`src/verilog/range_sel_pkg.sv`:
```
/*
 * Constants and types for the per-channel input span selection bank
 * (channels 3 to 8).
 * Assumes a 32-bit APB register bus. Each printed register offset is a
 * word index, so the byte address is four times that index.
 */
package range_sel_pkg;

    // ------------------------------------------------------------
    // Register map
    // ------------------------------------------------------------
    localparam int          NUM_PAIRS      = 3;
    localparam int          NUM_CH         = 6;
    localparam int          ADDR_W         = 12;
    localparam logic [7:0]  IDX_RANGE_34   = 8'h04;
    localparam logic [7:0]  IDX_RANGE_56   = 8'h05;
    localparam logic [7:0]  IDX_RANGE_78   = 8'h06;
    localparam logic [11:0] ADDR_RANGE_34  = {2'b00, IDX_RANGE_34, 2'b00};
    localparam logic [11:0] ADDR_RANGE_56  = {2'b00, IDX_RANGE_56, 2'b00};
    localparam logic [11:0] ADDR_RANGE_78  = {2'b00, IDX_RANGE_78, 2'b00};
    localparam logic [NUM_PAIRS-1:0][11:0] PAIR_ADDR =
        {ADDR_RANGE_78, ADDR_RANGE_56, ADDR_RANGE_34};

    // ------------------------------------------------------------
    // Field layout and reset values
    // ------------------------------------------------------------
    localparam int          SPAN_W         = 4;
    localparam int          LO_SPAN_LSB    = 0;
    localparam int          HI_SPAN_LSB    = 4;
    localparam logic [7:0]  RANGE_PAIR_RST = 8'h33;
    localparam logic [3:0]  SPAN_CODE_RST  = 4'h3;
    localparam logic [31:0] RDATA_RST      = 32'h0000_0000;

    // ------------------------------------------------------------
    // Span code groups
    // ------------------------------------------------------------
    localparam logic [3:0]  CODE_BIP_SE_LAST = 4'h4;
    localparam logic [3:0]  CODE_UNI_SE_LAST = 4'h7;
    localparam logic [3:0]  CODE_BIP_DF_LAST = 4'hb;

    typedef enum logic [1:0] {
        SPAN_BIPOLAR_SE   = 2'h0,
        SPAN_UNIPOLAR_SE  = 2'h1,
        SPAN_BIPOLAR_DIFF = 2'h2,
        SPAN_RESERVED     = 2'h3
    } span_class_type;

    typedef struct packed {
        logic [SPAN_W-1:0] code;
        span_class_type    cls;
    } chan_span_type;

endpackage

```
`src/verilog/channel_input_range_select.sv`:
```
/*
 * APB register bank holding the input span codes of channels 3 to 8,
 * with each code and its decoded span class driven out per channel.
 * Assumes an APB master on mclk and a synchronous active-low reset.
 */
`timescale 1ns/1ps

module channel_input_range_select (
    // Clock and reset
    input  wire logic                                        mclk,
    input  wire logic                                        resetn,
    // APB slave
    input  wire logic                                        psel,
    input  wire logic                                        penable,
    input  wire logic                                        pwrite,
    input  wire logic [range_sel_pkg::ADDR_W-1:0]            paddr,
    input  wire logic [31:0]                                 pwdata,
    input  wire logic [3:0]                                  pstrb,
    output logic                                             pready,
    output logic                                             pslverr,
    output logic [31:0]                                      prdata,
    // Per-channel span selection, index 0 is channel 3
    output range_sel_pkg::chan_span_type [range_sel_pkg::NUM_CH-1:0] input_span_sel
);
    import range_sel_pkg::*;

    // ------------------------------------------------------------
    // State
    // ------------------------------------------------------------
    typedef struct packed {
        logic [NUM_PAIRS-1:0][7:0]        pairs;
        chan_span_type [NUM_CH-1:0]       span;
        logic                             pready;
        logic                             pslverr;
        logic [31:0]                      prdata;
    } state_type;

    function automatic span_class_type span_class(input logic [SPAN_W-1:0] code);
        if (code <= CODE_BIP_SE_LAST) begin
            return SPAN_BIPOLAR_SE;
        end else if (code <= CODE_UNI_SE_LAST) begin
            return SPAN_UNIPOLAR_SE;
        end else if (code <= CODE_BIP_DF_LAST) begin
            return SPAN_BIPOLAR_DIFF;
        end else begin
            return SPAN_RESERVED;
        end
    endfunction

    function automatic logic [NUM_PAIRS-1:0] pair_hit(input logic [ADDR_W-1:0] a);
        logic [NUM_PAIRS-1:0] hit;
        hit = '0;
        for (int k = 0; k < NUM_PAIRS; k++) begin
            hit[k] = (a == PAIR_ADDR[k]);
        end
        return hit;
    endfunction

    localparam chan_span_type SPAN_RST = '{code: SPAN_CODE_RST, cls: SPAN_BIPOLAR_SE};
    localparam state_type     ST_RST   = '{
        pairs:   {NUM_PAIRS{RANGE_PAIR_RST}},
        span:    {NUM_CH{SPAN_RST}},
        pready:  1'b0,
        pslverr: 1'b0,
        prdata:  RDATA_RST
    };

    state_type            st_ff;
    state_type            nxt_st;
    logic [NUM_PAIRS-1:0] hit;
    logic                 access;

    // ------------------------------------------------------------
    // Next state
    // ------------------------------------------------------------
    // One wait state: the answer is registered so every output comes from a flop.
    always_comb begin
        nxt_st = st_ff;
        access = psel & penable;
        hit    = pair_hit(paddr);
        if (access && !st_ff.pready) begin
            nxt_st.pready  = 1'b1;
            nxt_st.pslverr = ~(|hit);
            nxt_st.prdata  = RDATA_RST;
            for (int k = 0; k < NUM_PAIRS; k++) begin
                if (hit[k]) begin
                    nxt_st.prdata = {24'h00_0000, st_ff.pairs[k]};
                end
            end
        end else begin
            nxt_st.pready  = 1'b0;
            nxt_st.pslverr = 1'b0;
            if (access && pwrite && pstrb[0]) begin
                for (int k = 0; k < NUM_PAIRS; k++) begin
                    if (hit[k]) begin
                        nxt_st.pairs[k] = pwdata[7:0];
                    end
                end
            end
        end
        // Span outputs follow the new pair value, so they change with it.
        for (int i = 0; i < NUM_CH; i++) begin
            nxt_st.span[i].code = nxt_st.pairs[i/2][(i%2)*SPAN_W +: SPAN_W];
            nxt_st.span[i].cls  = span_class(nxt_st.span[i].code);
        end
    end

    always_ff @(posedge mclk) begin
        if (!resetn) begin
            st_ff <= ST_RST;
        end else begin
            st_ff <= nxt_st;
        end
    end

    assign pready         = st_ff.pready;
    assign pslverr        = st_ff.pslverr;
    assign prdata         = st_ff.prdata;
    assign input_span_sel = st_ff.span;

    logic wr_done;
    assign wr_done = psel && penable && st_ff.pready && pwrite && pstrb[0];
endmodule

```
`config.mk`:
```
export PLATFORM = sky130hd
export DESIGN_NAME = channel_input_range_select
export DESIGN_NICKNAME = d
export VERILOG_FILES = /design/src/verilog/range_sel_pkg.sv /design/src/verilog/channel_input_range_select.sv
export SDC_FILE = /design/constraint.sdc
export NUM_CORES = 1
export LEC_CHECK = 0
export CAP_MARGIN = 0
export CORE_MARGIN = 2
export CORE_UTILIZATION = 65
export CTS_BUF_LIST = sky130_fd_sc_hd__clkbuf_8
export CTS_CLUSTER_DIAMETER = 40
export DETAILED_ROUTE_END_ITERATION = 7
export DONT_BUFFER_PORTS = 1
export PLACE_DENSITY_LB_ADDON = 0.05
export SYNTH_ARGS = -nofsm -noshare
export SYNTH_HDL_FRONTEND = slang
export SYNTH_SLANG_ARGS = --single-unit
```
`constraint.sdc`:
```
create_clock -name mclk -period 4 [get_ports mclk]
set_clock_uncertainty 0.05 [all_clocks]
set_input_delay 0.2 -clock mclk [delete_from_list [all_inputs] [get_ports mclk]]
set_output_delay 0.2 -clock mclk [all_outputs]
set_load 0.005 [all_outputs]
```
==> results.md <==
CTS:
- For the worst-skew pair, the clock arrives at the later sink with an insertion delay of 0.30 ns.
- The clock passes through at most 2 buffers.
- The root buffer cell chosen for the clock tree is sky130_fd_sc_hd__clkbuf_8.
- Counting the buffers created by CTS gives 5.
- The CTS sink count is 46.
- The number of H-tree branching levels is 2.
- The number of cells upsized or downsized after cts is 0.
- In this run the post-CTS setup repair buffer count came out at 0.
- Clock-pin slew was measured on the worst setup and hold paths at 0.09 ns.
- The CTS tree is yes.

Placed design:
- The area after detailed placement is 2028 um2.
- The worst-case setup slack after placement is 1.850 ns.
- Routability-driven placement finished with a final weighted congestion of 0.8426.
- The count of input and output buffers is 0.
- The placed wire-length estimate is 3256 um.

Critical path:
- The type of the worst setup path is flip-flop to flip-flop.
- In this run the worst path has a maximum fanout of 12.
- The kind of end point of the critical path is a flip-flop.
- The data arrival time of the critical path is 2.33 ns.
- The startpoint class of the critical path is a flip-flop.
- The required time at the worst-slack endpoint is 4.17 ns.

Detailed routing:
- The number of nets with antenna violations after detailed routing is 0.
- The detailed-route via count is between 1k and 1.5k.
- After detailed routing, the total wire length is 4407 um.
- The first TritonRoute pass finished after 4 iterations.
- The number of remaining DRC errors is 0.
- The post-detailed-route via-to-cell ratio is approximately 6.
- The mean routed wirelength per cell is 17.49 um.
- In this run, the number of DRC markers left after iteration 0 of detailed routing was 99.

Logic synthesis:
- The library cell occupying the most area in the post-synthesis netlist is sky130_fd_sc_hd__dfxtp_1.
- The mean cell area of the mapped netlist is 10.10 um2.
- The proportion of register bits with asynchronous set or reset after synthesis is 0.
- By area the synthesized netlist is led by sky130_fd_sc_hd__dfxtp_1, sky130_fd_sc_hd__mux2i_1, sky130_fd_sc_hd__buf_4.
- The number of warnings printed during yosys synthesis is 0.
- Of the post-synthesis cell area, the dominant cell type holds 0.4299.
- The share of synthesized area occupied by flip-flops and latches is 0.4299.
- The most used flip-flop cell after synthesis is sky130_fd_sc_hd__dfxtp_1.
- Ranked by instance count, the synthesized netlist is headed by sky130_fd_sc_hd__dfxtp_1, sky130_fd_sc_hd__mux2i_1, sky130_fd_sc_hd__buf_4, sky130_fd_sc_hd__nand2_1, sky130_fd_sc_hd__nor2b_1.
- The number of synthesized register bits is 46.
- The most used standard cell by instance count after synthesis is sky130_fd_sc_hd__dfxtp_1.
- The post-synthesis cell count is 212.
- The cell area after technology mapping is 2142 um2.
- The distinct cell type count after synthesis is 29.
- The number of enable-type register cells in the synthesized netlist is 0.

Global route:
- Summed over all layers, the global routing overflow is 0.
- The pin count of the biggest net entering global routing is 42.
- The first global-routing pass estimated 6651 um of wire.
- The initial antenna violation count was 0.
- The global-route usage over all layers is 0.2474.
- The via count of the first global-routing pass is 1373.

Die:
- In this run the standard cell core region covers 3103 um2.
- The die covers 3771 um2.
- Pin placement for this block handled 123 I/O pins.
- The floorplan die width is 61.41 um.
- From bottom edge to top edge, the die measures 61.41 um.
- The effective utilization at floorplan is 0.6903.
- The number of rows created at floorplan is 20.

STA:
- Setup repair after global routing left no endpoint under its margin.
- The top achievable clock speed is 462.9 MHz.
- The total negative setup slack is 0 ns.
- Headroom to the max-slew limit came out at 0.2090.
- The number of pins exceeding their max-slew limit in the final report is 0.
- Once routing completed, OpenROAD measured the worst setup slack at 1.840 ns.
- The shortest period the worst path allows is 2.160 ns.
- The count of endpoints failing hold in the final timing report is 0.
- The final setup violation count is 0.
- Dividing the final minimum period by the clock period gives 0.5401.
- At the pin with the least slew margin, the transition time is 1.181 ns.

Pwr:
- The leakage power of the design is 0.0008819 uW.
- Across the VDD grid, the largest voltage drop is 252.1 uV.
- For this design the ratio of total power to cell area is 360.9 nW/um2.

Job:
- Across the run, the number of max-cap violations was 0.

Finish:
- The fraction of final layout cells with drive strength greater than 1 is 0.07212.
- The final net count is 260.
- Relative to the synthesized area, the layout overhead comes to -0.6426%.
- The final design instance area without fill is 2128 um2.
- The total inserted antenna cells is 0.
- The number of filler instances in the final layout is between 200 and 300.

Run status:
- The run finished with clean final reports.

Hold path:
- The tightest min-delay check is of the input pin to flip-flop type.
==> final cells by class <==
| type | instances | area (um2) | area share |
|---|---|---|---|
| Sequential cell | 46 | 920.9 | 0.4327 |
| Inverter | 1 | 3.754 | 0.001764 |
| Clock inverter | 3 | 21.27 | 0.009994 |
| Tap cell | 44 | 55.05 | 0.02587 |
| Clock buffer | 5 | 68.82 | 0.03233 |
| Timing Repair Buffer | 1 | 10.01 | 0.004703 |
| Multi-Input combinational cell | 152 | 1049 | 0.4927 |
==> timing repair <==
| action | in CTS | in global routing |
|---|---|---|
| endpoints found under the hold margin | 2 | 0 |
| setup endpoints to repair | 0 | 0 |
| hold buffers | 1 | 0 |
==> state kept, by name, indices dropped and copies added (netlist names) <==
signal and flops:
st_ff 24, input_span_sel 12, prdata 8, pready 1
pslverr 1
==> power breakdown <==
part	total [uW]	internal, uW	switching (uW)
Clock	278	123	155
Sequential	459	458	0.692
Combinational	31.3	12.2	19.1
Total	768	593	175
==> logic make-up (layout without fill, tap and decap cells) <==
group | after synthesis | count (layout) | synth area share
muxes | 36 | 36 | 0.1682
other | 1 | 24 | 0.001751
AOI/OAI and AO/OA | 34 | 34 | 0.1133
DFF | 46 | 46 | 0.4299
buffers and inverters | 37 | 10 | 0.1209
and+or+nand+nor | 58 | 58 | 0.1659
==> critical path, stage by stage (launching register included) <==
cell and delay, ns:
sky130_fd_sc_hd__dfxtp_1 0.39, sky130_fd_sc_hd__and3_1 0.20, sky130_fd_sc_hd__nand4_2 0.15, sky130_fd_sc_hd__nor3b_2 0.97, sky130_fd_sc_hd__mux2i_1 0.31
==> final timing paths <==
path | start | endpoint | slack [ns] | cells after the start
max | pready | input_span_sel[18] | 1.84 | 4
min | paddr[2] | pslverr | 0.001 | 2
max reg2reg | pready | input_span_sel[18] | 1.84 | 4
min reg2reg | prdata[1] | prdata[1] | 0.47 | 1
==> layer usage <==
metal | wire [um] | vias up | global-route usage
met5 | 0 | - | 0
met4 | 80 | 0 | 0.1064
met3 | 419 | 9 | 0.09244
met2 | 2143 | 70 | 0.3967
met1 | 1764 | 696 | 0.2988
li1 | - | 693 | -
==> cell usage in the layout (no fill, tap or decap) <==
| cell type | count |
|---|---|
| sky130_fd_sc_hd__dfxtp_1 | 46 |
| sky130_fd_sc_hd__clkbuf_8 | 5 |
| sky130_fd_sc_hd__nor4b_4 | 1 |
| sky130_fd_sc_hd__o311ai_0 | 8 |
| sky130_fd_sc_hd__a21oi_1 | 1 |
| sky130_fd_sc_hd__or3b_1 | 1 |
| sky130_fd_sc_hd__a22o_1 | 8 |
| sky130_fd_sc_hd__conb_1 | 24 |
| sky130_fd_sc_hd__nor4_4 | 1 |
| sky130_fd_sc_hd__nand3_1 | 2 |
| sky130_fd_sc_hd__o21a_1 | 1 |
| sky130_fd_sc_hd__clkinv_4 | 1 |
| sky130_fd_sc_hd__nand4b_1 | 1 |
| sky130_fd_sc_hd__or3_1 | 1 |
| sky130_fd_sc_hd__or3b_2 | 1 |
| sky130_fd_sc_hd__nand4_2 | 1 |
| sky130_fd_sc_hd__nor2_1 | 3 |
| sky130_fd_sc_hd__and4bb_2 | 1 |
| sky130_fd_sc_hd__o21ai_0 | 8 |
| sky130_fd_sc_hd__dlygate4sd3_1 | 1 |
| sky130_fd_sc_hd__o22ai_1 | 8 |
| sky130_fd_sc_hd__nor2b_1 | 17 |
| sky130_fd_sc_hd__and3_1 | 1 |
| sky130_fd_sc_hd__inv_1 | 1 |
| sky130_fd_sc_hd__clkinvlp_4 | 1 |
| sky130_fd_sc_hd__nor3b_2 | 2 |
| sky130_fd_sc_hd__nand2_1 | 25 |
| sky130_fd_sc_hd__clkinv_2 | 1 |
| sky130_fd_sc_hd__mux2i_1 | 36 |
==> stage by stage <==
step | util | hold slack (ns) | total power [uW] | instances
3_3_place_gp | 0.6536 | 0.2950 | 498.5 | 243
4_1_cts | 0.6859 | 0.002164 | 771.6 | 252
5_1_grt | 0.6859 | 0.003630 | 799.3 | 252
2_1_floorplan | - | 0.3301 | 518.3 | 235
3_5_place_dp | 0.6536 | 0.3132 | 499.1 | 243
6_report | 0.6859 | 0.001321 | 768.1 | 252
(Power assumes the default switching activity.)
